### src/rtl/irap_map.svh
// Register offsets, field positions, reset values and bus constants of the access port
`ifndef IRAP_MAP_SVH
`define IRAP_MAP_SVH

// Target address, 7 bits: address byte 8'hD0 for writes, 8'hD1 for reads
`define IRAP_DEV_ADDR 7'h68

`define IRAP_OFS_RELEASE_ID 8'h00
`define IRAP_OFS_REF_CLK 8'h01
`define IRAP_OFS_MST_CLK 8'h02
`define IRAP_OFS_AUX_CLK 8'h03

`define IRAP_REF_CLK_RST 8'h00
`define IRAP_MST_CLK_RST 8'h00
`define IRAP_AUX_CLK_RST 8'h00

// Bit 7 of the reference clock register selects the 100/16 synthesised master clock
`define IRAP_PLL_SEL_BIT 7
// Bit 7 of the master clock register holds standby
`define IRAP_STANDBY_BIT 7

// Serial clock ratio limits the host must keep (standby, normal)
`define IRAP_STBY_SCL_RATIO 10
`define IRAP_NORM_SCL_RATIO 40

`define IRAP_BIT_CNT_FULL 4'h8
`define IRAP_STRAP_LOAD_CNT 2'h2
`define IRAP_STRAP_DONE_CNT 2'h3

`endif

### src/rtl/irap_pkg.sv
// Types shared by the register access port
package irap_pkg;

    typedef enum logic [2:0] {
        ST_IDLE,
        ST_ADDR,
        ST_PTR,
        ST_WDATA,
        ST_TURN,
        ST_RDATA,
        ST_RACK
    } irap_state_t;

endpackage

### src/rtl/irap_bank.sv
// Register bank storage with registered read data
module irap_bank (
    input wire logic clock_i,
    input wire logic arst_n_i,
    input wire logic we_i,
    input wire logic [7:0] waddr_i,
    input wire logic [7:0] wdata_i,
    input wire logic [7:0] raddr_i,
    output logic [7:0] rdata_o
);

    logic [7:0] mem [0:255];

    always_ff @(posedge clock_i) begin
        if (we_i) begin
            mem[waddr_i] <= wdata_i;
        end
    end

    always_ff @(posedge clock_i or negedge arst_n_i) begin
        if (!arst_n_i) begin
            rdata_o <= 8'h00;
        end else begin
            rdata_o <= mem[raddr_i];
        end
    end

endmodule // irap_bank

### src/rtl/irap_port.sv
// I2C target port giving the host access to the register bank
`include "irap_map.svh"
// Summary of operation
// - Answer address byte D0 for writes, D1 for reads; host opens with it.
// - In normal write, the byte after the address loads the register pointer.
// - Normal mode: each data byte goes to the pointed register, pointer then advances.
// - A normal write keeps taking bytes until a stop is seen.
// - Acknowledge every received byte of an addressed transfer.
// - Normal read returns the pointed register, then successive ones, advancing after each byte the host acknowledges.
// - In standby only registers 01, 02, 03 are reachable, read and write.
// - In standby one register per transfer, pointer never advances.
// - After reset the port is in normal mode with full access when the standby pin is low, in standby when it is high.
// - Master clock is clock input when strap low, 100/16 of it when high.
// - Register 00 reports the silicon release code.
// - A written compatible release code reads back, otherwise own code is returned.
// - Reset release loads standby and clock-select bits from their pins.
// - Clock registers stay reachable while the master clock is stopped.
module irap_port #(
    // Arbitrary value
    parameter logic [7:0] OWN_RELEASE = 8'h5C,
    // Arbitrary value
    parameter logic [7:0] COMPAT_RELEASE = 8'h5B
) (
    input wire logic clock_i,
    input wire logic arst_n_i,
    input wire logic scl_i,
    input wire logic sda_i,
    output logic sda_o,
    output logic sda_oe_o,
    input wire logic standby_pin_i,
    input wire logic direct_clock_disable_input_i,
    output logic standby_o,
    output logic pll_clock_sel_o,
    output logic [7:0] reference_clock_ctrl_o,
    output logic [7:0] master_clock_ctrl_o,
    output logic [7:0] auxiliary_clock_ctrl_o
);

    ////////////////////////////////////////////////////////////////////////////////
    // Pin synchronisers

    logic [1:0] scl_sync, sda_sync, stby_sync, dcd_sync;
    logic scl_d, sda_d;
    logic scl_s, sda_s;

    // port clock
    // Runs on clock_i only, which keeps going when the master clock is stopped
    always_ff @(posedge clock_i or negedge arst_n_i) begin
        if (!arst_n_i) begin
            scl_sync <= 2'h3;
            sda_sync <= 2'h3;
            stby_sync <= 2'h0;
            dcd_sync <= 2'h0;
            scl_d <= 1'b1;
            sda_d <= 1'b1;
        end else begin
            scl_sync <= {scl_sync[0], scl_i};
            sda_sync <= {sda_sync[0], sda_i};
            stby_sync <= {stby_sync[0], standby_pin_i};
            dcd_sync <= {dcd_sync[0], direct_clock_disable_input_i};
            scl_d <= scl_sync[1];
            sda_d <= sda_sync[1];
        end
    end

    assign scl_s = scl_sync[1];
    assign sda_s = sda_sync[1];

    logic scl_rise, scl_fall, start_det, stop_det;
    assign scl_rise = scl_s & ~scl_d;
    assign scl_fall = ~scl_s & scl_d;
    assign start_det = scl_s & scl_d & sda_d & ~sda_s;
    assign stop_det = scl_s & scl_d & ~sda_d & sda_s;

    ////////////////////////////////////////////////////////////////////////////////
    // Strap capture after reset release

    logic [1:0] init_cnt, next_init_cnt;
    logic load_strap;

    // Waits for the synchronisers to fill before trusting the pin levels
    assign load_strap = (init_cnt == `IRAP_STRAP_LOAD_CNT);

    always_comb begin
        next_init_cnt = init_cnt;
        if (init_cnt != `IRAP_STRAP_DONE_CNT) begin
            next_init_cnt = init_cnt + 2'h1;
        end
    end

    always_ff @(posedge clock_i or negedge arst_n_i) begin
        if (!arst_n_i) begin
            init_cnt <= 2'h0;
        end else begin
            init_cnt <= next_init_cnt;
        end
    end

    ////////////////////////////////////////////////////////////////////////////////
    // Transfer state machine and clock registers

    irap_pkg::irap_state_t st, next_st, after_st, next_after_st;
    logic [3:0] bit_cnt, next_bit_cnt;
    logic [7:0] shreg, next_shreg, txbuf, next_txbuf, ptr, next_ptr;
    logic sda_oe, next_sda_oe, access_done, next_access_done;
    logic [7:0] ref_clk, next_ref_clk, mst_clk, next_mst_clk, aux_clk, next_aux_clk;
    logic [7:0] id_wr, next_id_wr;
    logic [7:0] rd_value, mem_rdata;
    logic mem_we, standby, clk_reg_sel, byte_done, wr_ok, rack_ok;

    assign standby = mst_clk[`IRAP_STANDBY_BIT];
    assign clk_reg_sel = (ptr == `IRAP_OFS_REF_CLK) || (ptr == `IRAP_OFS_MST_CLK)
        || (ptr == `IRAP_OFS_AUX_CLK);
    assign byte_done = scl_fall && (bit_cnt == `IRAP_BIT_CNT_FULL);
    assign wr_ok = !standby || (clk_reg_sel && !access_done);
    assign rack_ok = (st == irap_pkg::ST_RACK) && scl_rise && !sda_s;

    always_comb begin
        rd_value = mem_rdata;
        if (standby && !clk_reg_sel) begin
            rd_value = 8'h00;
        end else if (ptr == `IRAP_OFS_RELEASE_ID) begin
            rd_value = (id_wr == COMPAT_RELEASE) ? id_wr : OWN_RELEASE;
        end else if (ptr == `IRAP_OFS_REF_CLK) begin
            rd_value = ref_clk;
        end else if (ptr == `IRAP_OFS_MST_CLK) begin
            rd_value = mst_clk;
        end else if (ptr == `IRAP_OFS_AUX_CLK) begin
            rd_value = aux_clk;
        end
    end

    always_comb begin
        next_st = st;
        next_after_st = after_st;
        next_bit_cnt = bit_cnt;
        next_shreg = shreg;
        next_txbuf = txbuf;
        next_ptr = ptr;
        next_sda_oe = sda_oe;
        next_access_done = access_done;
        next_ref_clk = ref_clk;
        next_mst_clk = mst_clk;
        next_aux_clk = aux_clk;
        next_id_wr = id_wr;
        mem_we = 1'b0;
        if (load_strap) begin
            next_ref_clk[`IRAP_PLL_SEL_BIT] = dcd_sync[1];
            next_mst_clk[`IRAP_STANDBY_BIT] = stby_sync[1];
        end
        if (stop_det) begin
            next_st = irap_pkg::ST_IDLE;
            next_sda_oe = 1'b0;
        end else if (start_det) begin
            next_st = irap_pkg::ST_ADDR;
            next_bit_cnt = 4'h0;
            next_sda_oe = 1'b0;
        end else begin
            case (st)
                irap_pkg::ST_ADDR, irap_pkg::ST_PTR, irap_pkg::ST_WDATA: begin
                    if (scl_rise && bit_cnt != `IRAP_BIT_CNT_FULL) begin
                        next_shreg = {shreg[6:0], sda_s};
                        next_bit_cnt = bit_cnt + 4'h1;
                    end else if (byte_done) begin
                        next_bit_cnt = 4'h0;
                        next_sda_oe = 1'b1;
                        next_st = irap_pkg::ST_TURN;
                        if (st == irap_pkg::ST_ADDR) begin
                            if (shreg[7:1] != `IRAP_DEV_ADDR) begin
                                next_st = irap_pkg::ST_IDLE;
                                next_sda_oe = 1'b0;
                            end else if (shreg[0]) begin
                                next_after_st = irap_pkg::ST_RDATA;
                            end else begin
                                next_after_st = irap_pkg::ST_PTR;
                            end
                        end else if (st == irap_pkg::ST_PTR) begin
                            next_ptr = shreg;
                            next_access_done = 1'b0;
                            next_after_st = irap_pkg::ST_WDATA;
                        end else begin
                            next_after_st = irap_pkg::ST_WDATA;
                            if (wr_ok) begin
                                if (ptr == `IRAP_OFS_RELEASE_ID) begin
                                    next_id_wr = shreg;
                                end else if (ptr == `IRAP_OFS_REF_CLK) begin
                                    next_ref_clk = shreg;
                                end else if (ptr == `IRAP_OFS_MST_CLK) begin
                                    next_mst_clk = shreg;
                                end else if (ptr == `IRAP_OFS_AUX_CLK) begin
                                    next_aux_clk = shreg;
                                end else begin
                                    mem_we = 1'b1;
                                end
                                next_access_done = standby;
                                if (!standby) begin
                                    next_ptr = ptr + 8'h01;
                                end
                            end
                        end
                    end
                end
                irap_pkg::ST_TURN: begin
                    if (scl_fall) begin
                        next_sda_oe = 1'b0;
                        next_st = after_st;
                        next_bit_cnt = 4'h0;
                        if (after_st == irap_pkg::ST_RDATA) begin
                            next_txbuf = rd_value;
                            next_sda_oe = ~rd_value[7];
                        end
                    end
                end
                irap_pkg::ST_RDATA: begin
                    if (scl_fall) begin
                        if (bit_cnt == 4'h7) begin
                            next_sda_oe = 1'b0;
                            next_st = irap_pkg::ST_RACK;
                        end else begin
                            next_txbuf = {txbuf[6:0], 1'b0};
                            next_sda_oe = ~txbuf[6];
                            next_bit_cnt = bit_cnt + 4'h1;
                        end
                    end
                end
                irap_pkg::ST_RACK: begin
                    if (scl_rise) begin
                        if (sda_s) begin
                            next_st = irap_pkg::ST_IDLE;
                        end else begin
                            if (!standby) begin
                                next_ptr = ptr + 8'h01;
                            end
                            next_after_st = irap_pkg::ST_RDATA;
                            next_st = irap_pkg::ST_TURN;
                        end
                    end
                end
                default: begin
                    next_st = irap_pkg::ST_IDLE;
                end
            endcase
        end
    end

    always_ff @(posedge clock_i or negedge arst_n_i) begin
        if (!arst_n_i) begin
            st <= irap_pkg::ST_IDLE;
            after_st <= irap_pkg::ST_IDLE;
            bit_cnt <= 4'h0;
            shreg <= 8'h00;
            txbuf <= 8'h00;
            ptr <= 8'h00;
            sda_oe <= 1'b0;
            access_done <= 1'b0;
            ref_clk <= `IRAP_REF_CLK_RST;
            mst_clk <= `IRAP_MST_CLK_RST;
            aux_clk <= `IRAP_AUX_CLK_RST;
            id_wr <= 8'h00;
        end else begin
            st <= next_st;
            after_st <= next_after_st;
            bit_cnt <= next_bit_cnt;
            shreg <= next_shreg;
            txbuf <= next_txbuf;
            ptr <= next_ptr;
            sda_oe <= next_sda_oe;
            access_done <= next_access_done;
            ref_clk <= next_ref_clk;
            mst_clk <= next_mst_clk;
            aux_clk <= next_aux_clk;
            id_wr <= next_id_wr;
        end
    end

    irap_bank u_bank (
        .clock_i(clock_i),
        .arst_n_i(arst_n_i),
        .we_i(mem_we),
        .waddr_i(ptr),
        .wdata_i(shreg),
        .raddr_i(ptr),
        .rdata_o(mem_rdata)
    );

    assign sda_o = 1'b0;
    assign sda_oe_o = sda_oe;
    assign standby_o = standby;
    assign pll_clock_sel_o = ref_clk[`IRAP_PLL_SEL_BIT];
    assign reference_clock_ctrl_o = ref_clk;
    assign master_clock_ctrl_o = mst_clk;
    assign auxiliary_clock_ctrl_o = aux_clk;
endmodule // irap_port

### config.mk
export PLATFORM = sky130hd
export DESIGN_NAME = irap_port
export DESIGN_NICKNAME = d
export VERILOG_FILES = /design/src/rtl/irap_pkg.sv /design/src/rtl/irap_bank.sv /design/src/rtl/irap_port.sv
export VERILOG_INCLUDE_DIRS = /design/src /design/src/rtl
export SDC_FILE = /design/constraint.sdc
export NUM_CORES = 2
export LEC_CHECK = 0
export BUFFER_PORTS_ARGS = -buffer_cell sky130_fd_sc_hd__clkbuf_2
export CORE_MARGIN = 2
export CORE_UTILIZATION = 60
export CTS_CLUSTER_SIZE = 12
export DETAILED_ROUTE_END_ITERATION = 6
export MAX_ROUTING_LAYER = met4
export PLACE_DENSITY = 0.79
export SLEW_MARGIN = 20
export SYNTH_ARGS = -nofsm -noshare
export SYNTH_HDL_FRONTEND = slang
export SYNTH_SLANG_ARGS = --single-unit
### constraint.sdc
create_clock -name clock_i -period 12.8 [get_ports clock_i]
set_input_delay 1.92 -clock clock_i [delete_from_list [all_inputs] [get_ports clock_i]]
set_output_delay 1.92 -clock clock_i [all_outputs]
set_load 0.03 [all_outputs]
# Word level (Yosys, flattened, before mapping)
# Memories as Yosys holds them, arrays and structs flattened. A register that Yosys moved wholly into a read port is not among the register bits.
# Cells that the tools add are included.
[totals]
regBits = 79
ramBits = 2048
inputBits = 6
out_inout_bits = 28
word_cells = 211
mem_count = 1
[classes]
add_sub_neg = 3
n_eq_ne = 38
muxes = 97
bitwise = 21
reduce_logical = 30
[memory_table]
columns = ["memory", "depth", "width", "rd", "rd_clocked_by_memory_dff", "wr", "line_no", "rtl"]
rows = [
  ["u_bank.mem", 256, 8, 1, 1, 1, "irap_bank.sv:12", "logic [7:0] mem [0:255];"],
]
[ops]
columns = ["operator", "n"]
rows = [
  ["$mux 8", 35],
  ["$mux 3", 18],
  ["$ne 4x4->1 const B", 8],
  ["$mux 1", 28],
  ["$mux 7", 4],
  ["$mux 4", 6],
  ["$ne 2x2->1 const B", 10],
  ["$reduce_and 9->1", 2],
  ["$eq 8x2->1 const B", 2],
  ["$pmux 8 s2", 1],
  ["$ne 3x3->1 const B", 5],
  ["$not 1->1", 14],
  ["$pmux 7 s2", 1],
  ["$reduce_and 7->1", 2],
  ["$eq 3x3->1 const B", 4],
  ["$pmux 3 s4", 1],
  ["$pmux 4 s3", 1],
  ["$reduce_and 12->1", 1],
  ["$reduce_and 6->1", 2],
  ["$reduce_and 11->1", 1],
  ["$reduce_and 10->1", 1],
  ["$add 8x1->8 const B", 1],
  ["$eq 8x1->1 const B", 1],
  ["$eq 8x7->1 const B", 1],
  ["other kinds (22)", 39],
]

# Depth between registers and ports, before layout
[depth]
word_depth = 15
ltp_mapped = 13
ltp_nobuf = 8

# By module
# From an unflattened synthesis, not the netlist that was laid out.
[unflattened]
cells_unflattened = 4199
area_unflattened_um2 = 84239.5
[modules_own_cells]
columns = ["mod", "instances", "cells_each", "area_each_um2", "seq_area_each_um2"]
rows = [
  ["irap_bank", 1, 3795, 80036.8, 61699.2],
  ["irap_port", 1, 404, 4202.8, 1984.4],
]

# Worst setup path before layout
# OpenSTA, ideal clock, no wires.
[synth_timing]
path_kind = "flip-flop to flip-flop"
from = "register shreg[7]"
to = "register after_st[2]"
setup_time_ns = 0.136
arrival_ns = 4.842
t_required_ns = 12.664
setup_slack_ns = 7.822
path_stages_with_launch = 7
n_path_buf = 0
synth_period_minus_slack_ns = 4.978
path_cell_list = "dfrtp_1 nor4b_1 and4b_1 nor3_1 or4b_1 a221oi_1 a21oi_1"
[synth_via]
elab_chain_cells = 3
[synth_rtl]
columns = ["element", "line_no", "rtl"]
rows = [
  ["from (decl)", "irap_port.sv:104", "logic [7:0] shreg, next_shreg, txbuf, next_txbuf, ptr, next_ptr;"],
  ["from (signal assigned)", "irap_port.sv:264", "shreg <= next_shreg;"],
  ["$ne 7x7->1 (no line)", "n/a", ""],
  ["$ne 3x3->1 (no line)", "n/a", ""],
  ["$reduce_and 8->1 (no line)", "n/a", ""],
  ["to (signal assigned)", "irap_port.sv:249", "after_st <= irap_pkg::ST_IDLE;"],
  ["to (signal assigned)", "irap_port.sv:262", "after_st <= next_after_st;"],
  ["to (decl)", "irap_port.sv:102", "irap_pkg::irap_state_t st, next_st, after_st, next_after_st;"],
]
# No other way between the ends.
# A chain may end at the register's enable or synchronous reset.

==> results.json <==
{
  "synth_cell_type_count": 68,
  "clkPwrFrac_pct": 41.3,
  "reg2reg_setup_slack_ns": 6.89,
  "vias": 41900,
  "antenna_found_initial": 4,
  "yosysSeqAreaShare_pct": 77.2,
  "fin_tns_setup_ns": 0,
  "io_buffers": 32,
  "synth-seq-cells": 2135,
  "crit_path_end_kind": "flop",
  "critPathMaxFanout": 104,
  "cts_buffer_depth": 3,
  "hpwl_mm": 106,
  "tritoncts": "done",
  "max_freq_ghz": 0.169,
  "power_switching_w": 0.00262,
  "synth.most_common_cell": "edfxtp_1",
  "coreArea_mm2": 0.137,
  "clk_pin_slew_ns": 0.06,
  "timing.final.ws_setup_ns": 6.89,
  "synth_top_area_share_pct": 74.5,
  "min_path_type": "flop to flop",
  "cts-hold-fix-buffers": 0,
  "grt_start_max_net_pins": 220,
  "dp_slack_ns": 6.79,
  "final_layout_size_suffix_gt1_share_pct": 23.1,
  "synth-edff-count": 2048,
  "critical_path_class": "flop to flop",
  "postCtsSetupBuffers": 0,
  "gp_congestion": 0.864,
  "synth_commonest_cells": "2048 x edfxtp_1, 512 x mux4_2, 284 x nor2_1, 264 x a22oi_1, 150 x a21oi_1",
  "grt_setup_unrepaired": "no",
  "grt_util_all_layers_pct": 29.5,
  "outcome": "finished clean",
  "skew_ns": 0.0277,
  "period_needed_ns": 5.91,
  "stdcell_area_mm2": 0.0906,
  "period_share_pct": 46.2,
  "syn_avg_cell_area_um2": 21.1,
  "cp-start-kind": "flop",
  "ctsResizeCount": 0,
  "cts.sinks": 2135,
  "required_ns": 13.45,
  "grt_pass1_vias": 41200,
  "slowest_stage": "o41ai_1",
  "drc": 0,
  "overflow": 0,
  "grt_pass1_wl_mm": 289,
  "power_switching_share_pct": 19.7,
  "vdd_drop_max_mv": 0.154,
  "cp.arrival_ns": 6.56,
  "placed_cell_area_mm2": 0.0847,
  "p_int_w": 0.0107,
  "syn_area_mm2": 0.0825,
  "drt-pass1-iter-count": 6,
  "io_pins": 34,
  "cp_common_cell": "buf_4",
  "synth-warning-count": 0,
  "worstMarginPinSlew_ns": 1.24,
  "start_util_pct": 60.2,
  "die_h_um": 375,
  "fin_nets": 4010,
  "path_cells": "buf_12, buf_4, buf_4, mux4_2, a22oi_1, a21oi_1, o41ai_1, nand4_1",
  "drt-total-wl_mm": 200,
  "slew_viol_final": 0,
  "yosysTopAreaCell": "edfxtp_1",
  "clkLatencyLatePin_ns": 0.85,
  "h-tree-depth": 4,
  "wl_per_cell_um": 33.7,
  "cellPowerDensity_mw_per_mm2": 147,
  "ant_nets": 0,
  "hold_violations": 0,
  "vias_per_cell": 7.08,
  "relSlewSlack_pct": 16.3,
  "synthCells": 3911,
  "fp.dieW_um": 375,
  "die_area_mm2": 0.141,
  "finalSetupViolations": 0,
  "area_delta_synth_final_pct": 9.77,
  "power_frac_seq_pct": 57.8,
  "comb_power_share_pct": 0.9,
  "maxCapViolations": 0,
  "cts_root_buf": "clkbuf_16",
  "ys.flop_type": "edfxtp_1",
  "first_iter_violations": 6714,
  "async_reset_ff_share_pct": 4.07,
  "synth_area_leaders": "edfxtp_1 75%, mux4_2 14%, dfrtp_1 2.5%, a22oi_1 2.4%, nor2_1 1.3%",
  "numCtsBuffers": 205,
  "p_leak_nw": 27.4,
  "rows": 136,
  "slowest_delay_ns": 1.02
}
logic make-up (layout without fill, tap and decap cells):
group / Yosys count / in the layout / share of synthesized area, %
buffers and inverters: 262 / 444 / 1.42
xor gates and xnor gates: 2 / 2 / 0.0212
DFF: 2135 / 2135 / 77.2
muxes: 553 / 553 / 14.6
other: 1 / 38 / 0.00454
AOI/OAI and AO/OA: 522 / 522 / 4.28
and+or+nand+nor: 428 / 428 / 2.41
adders and majority gates: 8 / 8 / 0.121
cells in the final DEF, fill, tap and decap left out, types with 10 or more instances in the layout:
cell type / netlist / layout
a22oi_1: 264 / 264
dfrtp_1: 81 / 71
buf_4: 16 / 52
o41ai_2: 1 / 10
clkbuf_1: 139 / 87
o41ai_1: 32 / 23
edfxtp_1: 2048 / 2048
clkinv_1: 0 / 12
o21ai_0: 29 / 29
nand2_2: 0 / 14
inv_1: 14 / 14
clkbuf_16: 0 / 207
nand2_1: 44 / 28
nand3_1: 14 / 14
a21oi_1: 150 / 150
nand3_2: 10 / 10
mux4_2: 512 / 512
conb_1: 1 / 33
nor2_1: 284 / 281
clkbuf_2: 0 / 31
mux2_2: 32 / 32
dfrtp_4: 0 / 10
state kept, by name, indices dropped and copies added (netlist names):
register                cells
u_bank.mem               2048
stby_sync                   2
shreg                       8
reference_clock_ctrl_o      8
u_bank.rdata_o              8
sda_d                       1
bit_cnt                     4
after_st                    3
id_wr                       8
auxiliary_clock_ctrl_o      8
ptr                         8
access_done                 1
scl_sync                    2
dcd_sync                    2
sda_sync                    2
scl_d                       1
init_cnt                    2
st                          3
txbuf                       7
master_clock_ctrl_o         8
sda_oe_o                    1
final cells by class:
type | count | area (µm²)
diodes | 5 | 12.5
clock buffers | 301 | 5600
clock inverters | 35 | 267
fillers | 8171 | 46400
inverters | 14 | 52.6
multi-input cells | 1546 | 17900
flip-flops and latches | 2135 | 63700
well taps | 1794 | 2240
repair buffers | 94 | 743
final timing paths:
check | startpoint | endpoint | cells after the start
max in group asynchronous | arst_n_i | ptr[0] | 2
min in group asynchronous | arst_n_i | init_cnt[0] | 1
max | ptr[0] | u_bank.rdata_o[7] | 8
min | stby_sync[0] | stby_sync[1] | 0
min reg2reg | stby_sync[0] | stby_sync[1] | 0
max reg2reg | ptr[0] | u_bank.rdata_o[7] | 8
stage by stage:
stage	power, W	hold slack (ns)	utilization [%]	cells
final	0.0133	0.354	66.1	5924
after global routing	0.0136	0.364	66.1	5923
after CTS	0.0133	0.358	66.1	5917
after detailed placement	0.00795	0.337	61.8	5581
after global placement	0.00794	0.345	61.8	5580
after floorplan	0.00789	0.331	-	3943
critical path: cells and delay by family (launching register included):
kind / cells / cell delay, ns
muxes: 1 / 0.62
and+or+nand+nor: 1 / 0.20
buffers and inverters: 3 / 2.38
DFF: 1 / 0.93
AOI/OAI and AO/OA: 3 / 1.39
metal layers:
layer | track usage, % | part of all wire, %
met3 | 7.11 | 12
met5 | - | 0
met2 | 44.2 | 48
met1 | 39.9 | 36
met4 | 11.4 | 4.3
power by group through the flow:
stage                     clock network [W]  registers, W   logic, W
after floorplan                           0       0.00787  0.0000195
after global placement                    0       0.00784  0.0000997
after detailed placement                  0       0.00784   0.000107
after CTS                           0.00552       0.00770   0.000106
after global routing                0.00576       0.00768   0.000130
final                               0.00549       0.00769   0.000122
Power figures use the tool's default switching activity.
